### config.mk
export PLATFORM = sky130hd
export DESIGN_NAME = adc_parallel_host_interface
export DESIGN_NICKNAME = d
export VERILOG_FILES = /design/src/include/adc_host_pkg.sv /design/src/design/edge_detect.sv /design/src/design/result_fifo.sv /design/src/design/adc_parallel_host_interface.sv
export VERILOG_INCLUDE_DIRS = /design/src /design/src/include
export SDC_FILE = /design/constraint.sdc
export NUM_CORES = 1
export LEC_CHECK = 0
export ABC_CLOCK_PERIOD_IN_PS = 5370
export BUFFER_PORTS_ARGS = -buffer_cell sky130_fd_sc_hd__buf_2
export CAP_MARGIN = 30
export CORE_MARGIN = 3
export CORE_UTILIZATION = 63
export DETAILED_ROUTE_END_ITERATION = 10
export PLACE_DENSITY = 0.85
export SLEW_MARGIN = 20
export SYNTH_ARGS = -nofsm -noshare
export SYNTH_HDL_FRONTEND = slang
export SYNTH_SLANG_ARGS = --single-unit
### constraint.sdc
create_clock -name clk_i -period 5.37 [get_ports clk_i]
set_clock_uncertainty 0.05 [all_clocks]
set_input_delay 1.3425 -clock clk_i [delete_from_list [all_inputs] [get_ports clk_i]]
set_output_delay 1.3425 -clock clk_i [all_outputs]
set_load 0.02 [all_outputs]
### src/include/adc_host_params.svh
`ifndef ADC_HOST_PARAMS_SVH
`define ADC_HOST_PARAMS_SVH

// Control word reset value: normal power mode, channel 0
`define CTRL_RESET        12'h000
// Control word field positions
`define CTRL_MASK_NEXT    3
`define CTRL_PM_LSB       4
`define CTRL_CHAN_LSB     7
// Channel mask reset value
`define MASK_RESET        8'h00
// Conversion clock edge counts
`define TRACK_RISE_COUNT  4'hD
`define CONV_FALL_COUNT   4'hE
// Cycles between result push and busy release; one more than the
// output load so a live read shows the new word before busy falls
`define SETTLE_CYCLES     2'h3

`endif

### src/include/adc_host_pkg.sv
package adc_host_pkg;

  // Power management field encodings
  typedef enum logic [1:0] {
    PM_NORMAL        = 2'b00,
    PM_AUTO_SHUTDOWN = 2'b01,
    PM_AUTO_STANDBY  = 2'b10,
    PM_FULL_SHUTDOWN = 2'b11
  } power_mode_t;

  // Conversion sequencer states
  typedef enum logic [1:0] {
    CONV_IDLE    = 2'b00,
    CONV_RUN     = 2'b01,
    CONV_PUSH    = 2'b10,
    CONV_SETTLE  = 2'b11
  } conv_state_t;

endpackage

### src/design/edge_detect.sv
`timescale 1ns/10ps
// Rise and fall pulses of a synchronous level
module edge_detect (
  // Clock and reset
  input  wire logic clk_i,
  input  wire logic srst_i,
  // Level in, pulses out
  input  wire logic level_i,
  output logic      rise_o,
  output logic      fall_o
);

  typedef struct packed {
    logic prev;  // Level one cycle ago
  } edge_state_t;

  edge_state_t s_reg;
  edge_state_t s_next;

  // Next state: remember current level
  always_comb begin
    s_next      = s_reg;
    s_next.prev = level_i;
  end

  // State register
  always_ff @(posedge clk_i) begin
    if (srst_i) begin
      s_reg.prev <= level_i;  // Track the pin so release gives no false edge
    end else begin
      s_reg <= s_next;
    end
  end

  assign rise_o = level_i & ~s_reg.prev;
  assign fall_o = ~level_i & s_reg.prev;

endmodule // edge_detect

### src/design/result_fifo.sv
`timescale 1ns/10ps
// Small synchronous FIFO with valid/ready on both sides
module result_fifo #(
  parameter int WIDTH = 15,
  parameter int DEPTH = 4
) (
  // Clock and reset
  input  wire logic             clk_i,
  input  wire logic             srst_i,
  // Fill side
  input  wire logic             in_valid_i,
  output logic                  in_ready_o,
  input  wire logic [WIDTH-1:0] in_data_i,
  // Drain side
  output logic                  out_valid_o,
  input  wire logic             out_ready_i,
  output logic      [WIDTH-1:0] out_data_o
);

  localparam int PW = (DEPTH > 1) ? $clog2(DEPTH) : 1;
  localparam int CW = $clog2(DEPTH + 1);
  localparam logic [PW-1:0] LAST  = PW'(DEPTH - 1);
  localparam logic [CW-1:0] FULLC = CW'(DEPTH);

  typedef struct packed {
    logic [DEPTH-1:0][WIDTH-1:0] mem;    // Storage words
    logic [PW-1:0]               wr_ptr; // Next write slot
    logic [PW-1:0]               rd_ptr; // Oldest word
    logic [CW-1:0]               count;  // Words held
  } fifo_state_t;

  fifo_state_t s_reg;
  fifo_state_t s_next;
  logic        do_wr;
  logic        do_rd;

  assign in_ready_o  = (s_reg.count != FULLC);
  assign out_valid_o = (s_reg.count != '0);
  assign out_data_o  = s_reg.mem[s_reg.rd_ptr];
  assign do_wr       = in_valid_i & in_ready_o;
  assign do_rd       = out_valid_o & out_ready_i;

  // Next state: write, read and occupancy
  always_comb begin
    s_next = s_reg;
    if (do_wr) begin
      s_next.mem[s_reg.wr_ptr] = in_data_i;
      s_next.wr_ptr = (s_reg.wr_ptr == LAST) ? '0 : s_reg.wr_ptr + 1'b1;
    end
    if (do_rd) begin
      s_next.rd_ptr = (s_reg.rd_ptr == LAST) ? '0 : s_reg.rd_ptr + 1'b1;
    end
    if (do_wr && !do_rd) begin
      s_next.count = s_reg.count + 1'b1;
    end else if (do_rd && !do_wr) begin
      s_next.count = s_reg.count - 1'b1;
    end
  end

  // State register
  always_ff @(posedge clk_i) begin
    if (srst_i) begin
      s_reg <= '0;
    end else begin
      s_reg <= s_next;
    end
  end

endmodule // result_fifo

### src/design/adc_parallel_host_interface.sv
`timescale 1ns/10ps
module adc_parallel_host_interface
  import adc_host_pkg::*;
#(
  parameter int FIFO_DEPTH = 4
) (
  // Clock and reset
  input  wire logic        clk_i,
  input  wire logic        srst_i,
  // Strap: high for word mode, low for byte mode
  input  wire logic        word_mode_i,
  // Conversion control
  input  wire logic        conversion_start_n_i,
  input  wire logic        conversion_clock_i,
  // Analog core sample
  input  wire logic [11:0] sample_i,
  // Host bus strobes
  input  wire logic        chip_select_n_i,
  input  wire logic        read_n_i,
  input  wire logic        write_n_i,
  // Data lines; line 8 is data8_or_byte_select
  input  wire logic [11:0] data_in_i,
  output logic      [11:0] data_out_o,
  output logic      [11:0] data_oe_n_o,
  // Status
  output logic             busy_o,
  output logic             sampler_hold_o,
  output logic             shutdown_o,
  output logic             standby_o,
  // Register contents
  output logic      [11:0] control_o,
  output logic      [7:0]  channel_mask_o
);

  `include "adc_host_params.svh"

  // Whole block state
  typedef struct packed {
    conv_state_t state;      // Conversion sequencer
    logic        busy;       // Busy output
    logic        hold;       // Sampler in hold
    logic [3:0]  rise_cnt;   // Conversion clock rises
    logic [3:0]  fall_cnt;   // Conversion clock falls
    logic [1:0]  settle_cnt; // Cycles after push
    logic [11:0] sample;     // Captured sample
    logic [2:0]  chan;       // Channel being converted
    logic        down;       // Full power-down
    logic        standby;    // Standby, reference alive
    logic        full_down;  // Held down by mode 11
    logic [11:0] ctrl;       // Control register
    logic [7:0]  mask;       // Channel mask register
    logic        mask_pend;  // Next write goes to mask
    logic [7:0]  low_byte;   // Pending low write byte
    logic [11:0] wdata;      // Write data under strobe
    logic        rsel_hi;    // High byte chosen on read
    logic [14:0] result;     // Channel and result shown
    logic        fresh;      // Shown result not yet read
    logic [11:0] dout;       // Data lines driven
    logic [11:0] oe_n;       // Line enables, low drives
  } host_state_t;

  host_state_t s_reg;
  host_state_t s_next;

  // Strobe levels and edges
  logic        rd_act;
  logic        wr_act;
  logic        st_rise;
  logic        st_fall;
  logic        ck_rise;
  logic        ck_fall;
  logic        rd_end;
  logic        wr_end;
  // FIFO handshakes
  logic        push_valid;
  logic        push_ready;
  logic        pop_valid;
  logic        pop_ready;
  logic [14:0] pop_data;
  // Write decode helpers
  logic [11:0] new_ctrl;
  logic        commit;
  logic        read_done;

  // Chip select gates read and write internally
  assign rd_act = ~chip_select_n_i & ~read_n_i;
  assign wr_act = ~chip_select_n_i & ~write_n_i;

  edge_detect start_edge (
    .clk_i   (clk_i),
    .srst_i  (srst_i),
    .level_i (conversion_start_n_i),
    .rise_o  (st_rise),
    .fall_o  (st_fall)
  );

  edge_detect clock_edge (
    .clk_i   (clk_i),
    .srst_i  (srst_i),
    .level_i (conversion_clock_i),
    .rise_o  (ck_rise),
    .fall_o  (ck_fall)
  );

  edge_detect read_edge (
    .clk_i   (clk_i),
    .srst_i  (srst_i),
    .level_i (rd_act),
    .rise_o  (),
    .fall_o  (rd_end)
  );

  edge_detect write_edge (
    .clk_i   (clk_i),
    .srst_i  (srst_i),
    .level_i (wr_act),
    .rise_o  (),
    .fall_o  (wr_end)
  );

  // Results queue between the converter and the read port
  result_fifo #(.WIDTH(15), .DEPTH(FIFO_DEPTH)) results (
    .clk_i       (clk_i),
    .srst_i      (srst_i),
    .in_valid_i  (push_valid),
    .in_ready_o  (push_ready),
    .in_data_i   ({s_reg.chan, s_reg.sample}),
    .out_valid_o (pop_valid),
    .out_ready_i (pop_ready),
    .out_data_o  (pop_data)
  );

  assign push_valid = (s_reg.state == CONV_PUSH);

  // A read is finished after word read or high byte read
  assign read_done = rd_end & (word_mode_i | s_reg.rsel_hi);

  // Output word may be replaced once read, or live in word mode
  assign pop_ready = ~s_reg.fresh | read_done | (rd_act & word_mode_i);

  // Assemble the control word from the write just released
  always_comb begin
    new_ctrl = s_reg.wdata;
    commit   = 1'b0;
    if (wr_end && !s_reg.mask_pend) begin
      if (word_mode_i) begin
        commit = 1'b1;
      end else if (s_reg.wdata[8]) begin
        new_ctrl = {s_reg.wdata[3:0], s_reg.low_byte};
        commit   = 1'b1;
      end
    end
  end

  // Next state of the whole block
  always_comb begin
    s_next = s_reg;

    // Latch write data and select while the strobe is low
    if (wr_act) begin
      s_next.wdata = data_in_i;
    end
    if (rd_act) begin
      s_next.rsel_hi = data_in_i[8];
    end

    // Conversion sequencer
    unique case (s_reg.state)
      CONV_IDLE: begin
        if (st_fall && !s_reg.down && !s_reg.standby && !s_reg.full_down) begin
          s_next.state    = CONV_RUN;
          s_next.busy     = 1'b1;
          s_next.hold     = 1'b1;
          s_next.rise_cnt = '0;
          s_next.fall_cnt = '0;
          s_next.sample   = sample_i;
          s_next.chan     = s_reg.ctrl[`CTRL_CHAN_LSB +: 3];
        end else if (st_rise && !s_reg.full_down) begin
          s_next.hold    = 1'b0;
          s_next.down    = 1'b0;
          s_next.standby = 1'b0;
        end
      end
      CONV_RUN: begin
        if (st_rise) begin
          s_next.state = CONV_IDLE;
          s_next.busy  = 1'b0;
          s_next.hold  = 1'b0;
        end else begin
          if (ck_rise) begin
            s_next.rise_cnt = s_reg.rise_cnt + 4'h1;
            if (s_reg.rise_cnt + 4'h1 == `TRACK_RISE_COUNT) begin
              s_next.hold = 1'b0;
            end
          end
          if (ck_fall) begin
            s_next.fall_cnt = s_reg.fall_cnt + 4'h1;
            if (s_reg.fall_cnt + 4'h1 == `CONV_FALL_COUNT) begin
              s_next.state = CONV_PUSH;
            end
          end
        end
      end
      CONV_PUSH: begin
        // Busy stays high while the queue is full
        if (push_ready) begin
          s_next.state      = CONV_SETTLE;
          s_next.settle_cnt = '0;
        end
      end
      CONV_SETTLE: begin
        s_next.settle_cnt = s_reg.settle_cnt + 2'h1;
        if (s_reg.settle_cnt + 2'h1 == `SETTLE_CYCLES) begin
          s_next.state = CONV_IDLE;
          s_next.busy  = 1'b0;
          unique case (power_mode_t'(s_reg.ctrl[`CTRL_PM_LSB +: 2]))
            PM_AUTO_SHUTDOWN: begin
              s_next.down = 1'b1;
              s_next.hold = 1'b1;
            end
            PM_AUTO_STANDBY: begin
              s_next.standby = 1'b1;
              s_next.hold    = 1'b1;
            end
            PM_NORMAL, PM_FULL_SHUTDOWN: begin
              s_next.down = s_reg.down;
            end
          endcase
        end
      end
    endcase

    // Register writes at strobe release
    if (wr_end) begin
      if (s_reg.mask_pend) begin
        s_next.mask      = s_reg.wdata[7:0];
        s_next.mask_pend = 1'b0;
      end else if (!word_mode_i && !s_reg.wdata[8]) begin
        s_next.low_byte = s_reg.wdata[7:0];
      end
    end
    if (commit) begin
      s_next.ctrl      = new_ctrl;
      s_next.mask_pend = new_ctrl[`CTRL_MASK_NEXT];
      if (power_mode_t'(new_ctrl[`CTRL_PM_LSB +: 2]) == PM_FULL_SHUTDOWN) begin
        s_next.full_down = 1'b1;
        s_next.down      = 1'b1;
        s_next.hold      = 1'b1;
      end else if (s_reg.full_down) begin
        s_next.full_down = 1'b0;
        s_next.down      = 1'b0;
        s_next.hold      = 1'b0;
      end
    end

    // Output word from the queue, or marked read
    if (pop_valid && pop_ready) begin
      s_next.result = pop_data;
      s_next.fresh  = 1'b1;
    end else if (read_done) begin
      s_next.fresh = 1'b0;
    end

    // Drive the data lines only while selected and read
    if (rd_act) begin
      if (word_mode_i) begin
        s_next.oe_n = 12'h000;
        s_next.dout = s_reg.result[11:0];
      end else begin
        s_next.oe_n = 12'hF00;
        if (data_in_i[8]) begin
          s_next.dout = {4'h0, 1'b0, s_reg.result[14:12], s_reg.result[11:8]};
        end else begin
          s_next.dout = {4'h0, s_reg.result[7:0]};
        end
      end
    end else begin
      s_next.oe_n = 12'hFFF;
    end
  end

  // State register
  always_ff @(posedge clk_i) begin
    if (srst_i) begin
      s_reg          <= '0;
      s_reg.state    <= CONV_IDLE;
      s_reg.hold     <= 1'b1;
      s_reg.ctrl     <= `CTRL_RESET;
      s_reg.mask     <= `MASK_RESET;
      s_reg.oe_n     <= 12'hFFF;
    end else begin
      s_reg <= s_next;
    end
  end

  assign data_out_o     = s_reg.dout;
  assign data_oe_n_o    = s_reg.oe_n;
  assign busy_o         = s_reg.busy;
  assign sampler_hold_o = s_reg.hold;
  assign shutdown_o     = s_reg.down;
  assign standby_o      = s_reg.standby;
  assign control_o      = s_reg.ctrl;
  assign channel_mask_o = s_reg.mask;

endmodule // adc_parallel_host_interface

==> impl_metrics.env, run 1 <==
export IMPL_clk_latency_ns=0.43
export IMPL_final_cell_mix="175 x dfxtp_1, 142 x nand2_1, 112 x a21oi_1"
export IMPL_grt_usage_pct=25.1
export IMPL_max_clock_path_buffers=2
export IMPL_crit_required_ns=5.68
export IMPL_synth_edf_count=0
export IMPL_clk_pin_slew_ns=0.06
export IMPL_rsz0062_at_grt="no"
export IMPL_drive_gt1_share_pct=16.2
export IMPL_finalHoldViolations=0
export IMPL_synth_nets=922
export IMPL_cp_cell_sequence="buf_2, or2_1, clkinv_2, o22ai_2, a21oi_4, inv_2, ha_1, inv_1, fa_1, xor2_1, or3_1, a21oi_1"
export IMPL_dp_final_hpwl_um=10500
export IMPL_cts_buffers=17
export IMPL_pin_count=80
export IMPL_async_reset_ff_share_pct=0
export IMPL_cp_num_buf_inv=4
export IMPL_largest_reg_flops=67
export IMPL_nNetsFinal=924
export IMPL_synth_seq_cells=175
export IMPL_root_buffer="clkbuf_16"
export IMPL_grt_pass1_vias=5589
export IMPL_antenna_cells=0
export IMPL_hold_path_class="reg -> reg"
export IMPL_wire_per_inst_um=16.0
export IMPL_io_buffers=79
export IMPL_hold_buffers=0
export IMPL_fin_crit_sh_pct=71.8
export IMPL_row_count=39
export IMPL_syn_to_final_growth_pct=8.80
export IMPL_worst_setup_path_end_kind="register"
export IMPL_num_vias=6002
export IMPL_yosysUniqueCellTypes=56
export IMPL_synth_cells=872
export IMPL_final_common_cell="dfxtp_1"
export IMPL_drc=0
export IMPL_fin_total_pwr_mw=3.01
export IMPL_die_height_um=116
export IMPL_cts_sinks=175
export IMPL_gr_total_overflow=0
export IMPL_die_width_um=116
export IMPL_die_area_um2=13500
export IMPL_ir_worst_vdd_mv=0.292
export IMPL_drt_initial_drc_count=573
export IMPL_syn_avg_cell_area_um2=8.79
export IMPL_crit_path_max_fanout=24
export IMPL_cap_viol_max_count=0
export IMPL_synth_ff_type="dfxtp_1"
export IMPL_setup_violations=0
export IMPL_first_pass_iters=5
export IMPL_crit_path_start_kind="input port"
export IMPL_place_congestion=0.820
export IMPL_slew_viol_final=0
export IMPL_floorplan_initialDensity_pct=65.7
export IMPL_fmax_ghz=0.259
export IMPL_drt_wl_total_um=16500
export IMPL_netlist_area_um2=7660
export IMPL_status="finished, final reports clean"
export IMPL_via_per_inst=5.83
export IMPL_synth_warnings=0
export IMPL_critPathKind="in -> reg"
export IMPL_worstMarginPinSlew_ns=0.890
export IMPL_ys_seq_area_share_pct=45.7
export IMPL_crit_family="buffers and inverters"
export IMPL_antenna_found_initial=0
export IMPL_grt_pass1_wl_um=26900
export IMPL_post_cts_buffers=0
export IMPL_cts_tree="built"
export IMPL_p_leak_nw=3.23
export IMPL_grt_max_degree=75
export IMPL_critPathMaxStageDelay_ns=0.38
export IMPL_drtAntennaViolNets=0
export IMPL_cpMaxStageDelayCell="fa_1"
export IMPL_htreeDepth=4
export IMPL_post_cts_resized=0
export IMPL_powerDensity_nw_per_um2=361
export IMPL_core_area_um2=11700
export IMPL_period_needed_ns=3.86
export IMPL_fin_tns_setup_ns=0
export IMPL_arrival_ns=4.16
export IMPL_slew_headroom_pct=40.6
## cells by family after synthesis
| kind of cell | Yosys count | synth area share (%) |
|---|---|---|
| AO/OA/AOI/OAI | 165 | 12.6 |
| XOR/XNOR | 6 | 0.686 |
| adder cells (fa/ha/maj) | 18 | 3.04 |
| buffers and inverters | 122 | 8.47 |
| flip-flops | 175 | 45.7 |
| multiplexers | 67 | 11.2 |
| AND/OR/NAND/NOR | 319 | 18.3 |
## layout make-up
| cell class | instances | area (um^2) |
|---|---|---|
| Clock buffer | 22 | 484 |
| Clock inverter | 10 | 110 |
| Fill cell | 890 | 3320 |
| Inverter | 20 | 76.3 |
| Multi-Input combinational cell | 575 | 3530 |
| Sequential cell | 175 | 3500 |
| Tap cell | 143 | 179 |
| Timing Repair Buffer | 85 | 458 |
## power by group
part | switching [mW] | leakage [nW] | internal (mW)
Combinational | 0.220 | 1.52 | 0.145
Clock | 0.500 | 0.296 | 0.731
Sequential | 0.0707 | 1.42 | 1.34
Total | 0.791 | 3.23 | 2.22
## worst reg2reg max path, delay by kind of cell (launching register included)
family | cells | cell delay, ns
compound gates | 2 | 0.35
xor+xnor | 1 | 0.18
fa+ha+maj | 3 | 1.01
buf+inv | 3 | 0.70
flops | 1 | 0.35
simple gates | 1 | 0.31
## Yosys cell counts, types with 2 or more instances
library cell	instances	share of area (%)
a21oi_1	112	7.3
o31ai_1	2	0.20
xor2_1	5	0.57
mux2i_1	52	6.8
and3_1	2	0.16
nand2_1	142	7.0
inv_1	18	0.88
o21ai_0	10	0.65
o221ai_1	2	0.23
o21a_1	3	0.29
a21bo_2	2	0.26
mux4_2	15	4.4
a31oi_1	2	0.16
o211ai_1	2	0.20
nand3_1	76	5.0
nor3_1	2	0.13
nand4_1	2	0.16
a21boi_0	2	0.20
dfxtp_1	175	46
or3_1	4	0.33
buf_2	14	0.91
nand2b_1	5	0.41
a211oi_1	15	1.5
ha_1	17	2.8
nor2b_1	6	0.49
nor2_1	71	3.5
buf_4	44	4.3
clkbuf_1	42	2.1
## path summary, 6_finish.rpt
kind                    from  slack (ns)  depth (start not counted)          endpoint
max reg2reg       s_reg[112]        2.35                         10  results.s_reg[2]
min reg2reg   data_out_o[11]        0.40                          2    data_out_o[11]
min           data_out_o[11]        0.40                          2    data_out_o[11]
max          chip_select_n_i        1.51                         12  results.s_reg[2]
## metal layers
metal	share of wire, %	GRT usage, %	up-vias
li1	-	-	2946
met1	44	32.6	2815
met2	48	40.2	207
met3	6.4	7.10	34
met4	2.1	9.20	0
met5	0	0	-
## per-stage QoR
step	std cells	utilization, %	hold slack (ns)	instance area [um^2]	setup WS (ns)
after floorplan	872	-	0.382	7660	1.83
final	1030	71.5	0.397	8340	1.51
after CTS	1030	71.5	0.404	8340	1.55
after global routing	1030	71.5	0.422	8340	1.31
after detailed placement	998	66.4	0.397	7740	1.12
after global placement	996	66.1	0.386	7710	1.25
No activity file was read; power rests on OpenSTA's default activity.
==> inputs of run 2 (changes only) <==
--- a/config.mk
+++ b/config.mk
@@ -6,13 +6,13 @@
 export SDC_FILE = /design/constraint.sdc
 export NUM_CORES = 1
 export LEC_CHECK = 0
-export ABC_CLOCK_PERIOD_IN_PS = 5370
+export ABC_CLOCK_PERIOD_IN_PS = 3100
 export BUFFER_PORTS_ARGS = -buffer_cell sky130_fd_sc_hd__buf_2
 export CAP_MARGIN = 30
 export CORE_MARGIN = 3
-export CORE_UTILIZATION = 63
+export CORE_UTILIZATION = 53
 export DETAILED_ROUTE_END_ITERATION = 10
-export PLACE_DENSITY = 0.85
+export PLACE_DENSITY = 0.76
 export SLEW_MARGIN = 20
 export SYNTH_ARGS = -nofsm -noshare
 export SYNTH_HDL_FRONTEND = slang
==> constraint.sdc (replaced) <==
create_clock -name clk_i -period 3.1 [get_ports clk_i]
set_clock_uncertainty 0.05 [all_clocks]
set_input_delay 0.775 -clock clk_i [delete_from_list [all_inputs] [get_ports clk_i]]
set_output_delay 0.775 -clock clk_i [all_outputs]
set_load 0.02 [all_outputs]
==> run 2 against run 1 <==
  * Die area grew 18%
  * Global-route usage shrank 4.5 points
  * Design area grew 3.2%
  * Combinational power grew 85%
  * Cell count grew 5.5%
  * Non-clock buffer count grew 20
  * Register-to-register slack lost 1.6 ns
  * Total power grew 82%
  * Sequential power grew 72%
  * Highest routed layer unchanged
  * Count of clock-buffer cells in the layout shrank 4
  * Via count shrank 0.80%
  * Clock power grew 94%
==> impl_metrics.env, run 2 (same netlist as run 1, synthesis figures left out) <==
export IMPL_critPathMaxStageDelay_ns=0.37
export IMPL_area_sequential_um2=3500
export IMPL_powerDensity_nw_per_um2=638
export IMPL_htreeDepth=4
export IMPL_fillers=1178
export IMPL_crit_path_max_fanout=4
export IMPL_antenna_found_initial=0
export IMPL_p_leak_nw=3.36
export IMPL_die_height_um=126
export IMPL_floorplan_initialDensity_pct=54.8
export IMPL_wl_met1_um=7600
export IMPL_place_congestion=0.758
export IMPL_critPathKind="in -> reg"
export IMPL_worst_setup_path_end_kind="register"
export IMPL_core_area_um2=14000
export IMPL_cpMaxStageDelayCell="fa_1"
export IMPL_cts_tree="built"
export IMPL_fmax_ghz=0.418
export IMPL_highest_layer="met4"
export IMPL_slew_headroom_pct=43.1
export IMPL_placedInstanceArea_um2=7940
export IMPL_cts_sinks=175
export IMPL_final_cell_mix="175 x dfxtp_1, 142 x nand2_1, 112 x a21oi_1"
export IMPL_hold_buffers=0
export IMPL_cts_buffers=17
export IMPL_die_area_um2=15900
export IMPL_drc=0
export IMPL_multi_input_area_um2=3530
export IMPL_max_clock_path_buffers=2
export IMPL_crit_path_start_kind="input port"
export IMPL_syn_to_final_growth_pct=12.3
export IMPL_status="finished, final reports clean"
export IMPL_clk_latency_ns=0.43
export IMPL_die_width_um=126
export IMPL_gr_total_overflow=0
export IMPL_grt_max_degree=104
export IMPL_row_count=43
export IMPL_cp_cell_sequence="buf_2, or2_1, clkinv_2, o22ai_2, a21oi_4, inv_2, ha_1, inv_1, fa_1, xor2_1, or3_1, a21oi_1"
export IMPL_fin_area_um2=8600
export IMPL_finalHoldViolations=0
export IMPL_fin_tns_setup_ns=0
export IMPL_wire_per_inst_um=15.2
export IMPL_rsz0062_at_grt="no"
export IMPL_first_pass_iters=5
export IMPL_drt_wl_total_um=16600
export IMPL_io_buffers=79
export IMPL_period_needed_ns=2.39
export IMPL_dr_wl_met3_um=942
export IMPL_wl_met2_um=7850
export IMPL_via_per_inst=5.48
export IMPL_post_cts_buffers=0
export IMPL_drtAntennaViolNets=0
export IMPL_pin_count=80
export IMPL_fin_crit_sh_pct=77.1
export IMPL_drive_gt1_share_pct=18.2
export IMPL_grt_pass1_wl_um=26800
export IMPL_slew_viol_final=0
export IMPL_grt_usage_pct=20.6
export IMPL_cp_num_buf_inv=4
export IMPL_crit_family="adder cells"
export IMPL_arrival_ns=2.70
export IMPL_nNetsFinal=944
export IMPL_hold_path_class="reg -> reg"
export IMPL_post_cts_resized=0
export IMPL_cap_viol_max_count=0
export IMPL_grt_pass1_vias=5335
export IMPL_setup_violations=0
export IMPL_root_buffer="clkbuf_16"
export IMPL_crit_required_ns=3.41
export IMPL_final_common_cell="dfxtp_1"
export IMPL_worstMarginPinSlew_ns=0.852
export IMPL_clk_pin_slew_ns=0.06
export IMPL_num_vias=5954
export IMPL_drt_initial_drc_count=390
export IMPL_largest_reg_flops=67
export IMPL_antenna_cells=0
export IMPL_dp_final_hpwl_um=10700
export IMPL_ir_worst_vdd_mv=0.474
## run 2: changes by cell type in the layout (fill, tap and decap cells not counted), sizes merged
cell / delta
clkinv: -5
buf: +20
inv: +6
bufinv: +3
clkbuf: -4
## run 2: per-layer routing
metal  global-route usage, %  vias up
li1                        -     2997
met3                    4.92       13
met4                    6.31        0
met2                    32.3      161
met5                       0        -
met1                    28.5     2783
## run 2: cell type report
type	count	share of cell area [%]
clock buffers	18	5.10
clock inverters	14	2.63
inverters	20	0.887
multi-input cells	575	41.0
flip-flops and latches	175	40.7
well taps	180	2.62
repair buffers	105	7.04
## run 2: metrics by stage
stage	util [%]	worst slack [ns]	cells	total power, mW	hold WS (ns)
CTS	61.5	0.730	1087	5.54	0.400
floorplan	-	0.127	872	2.98	0.382
finish	61.5	0.710	1087	5.49	0.398
global route	61.5	0.625	1087	5.72	0.413
global placement	56.7	0.320	1055	3.14	0.387
detailed placement	56.7	0.276	1055	3.15	0.392
## run 2: final timing paths
| check | cells after the start | endpoint | from | slack, ns |
|---|---|---|---|---|
| worst max-delay path | 12 | results.s_reg[2] | chip_select_n_i | 0.71 |
| worst min-delay path | 2 | data_out_o[9] | data_out_o[9] | 0.40 |
| worst max register to register | 9 | results.s_reg[2] | s_reg[112] | 0.76 |
| worst min register to register | 2 | data_out_o[9] | data_out_o[9] | 0.40 |
## run 2: power by group
group	switching, mW	internal [mW]	leakage, nW
Sequential	0.101	2.32	1.42
Clock	0.921	1.47	0.324
Combinational	0.404	0.271	1.61
## run 2: worst reg2reg max path, delay by kind of cell, from the launching register on
family,cells,cell delay (ns)
simple gates,1,0.30
compound gates,2,0.38
flops,1,0.35
xor+xnor,1,0.18
fa+ha+maj,3,0.88
buf+inv,2,0.15
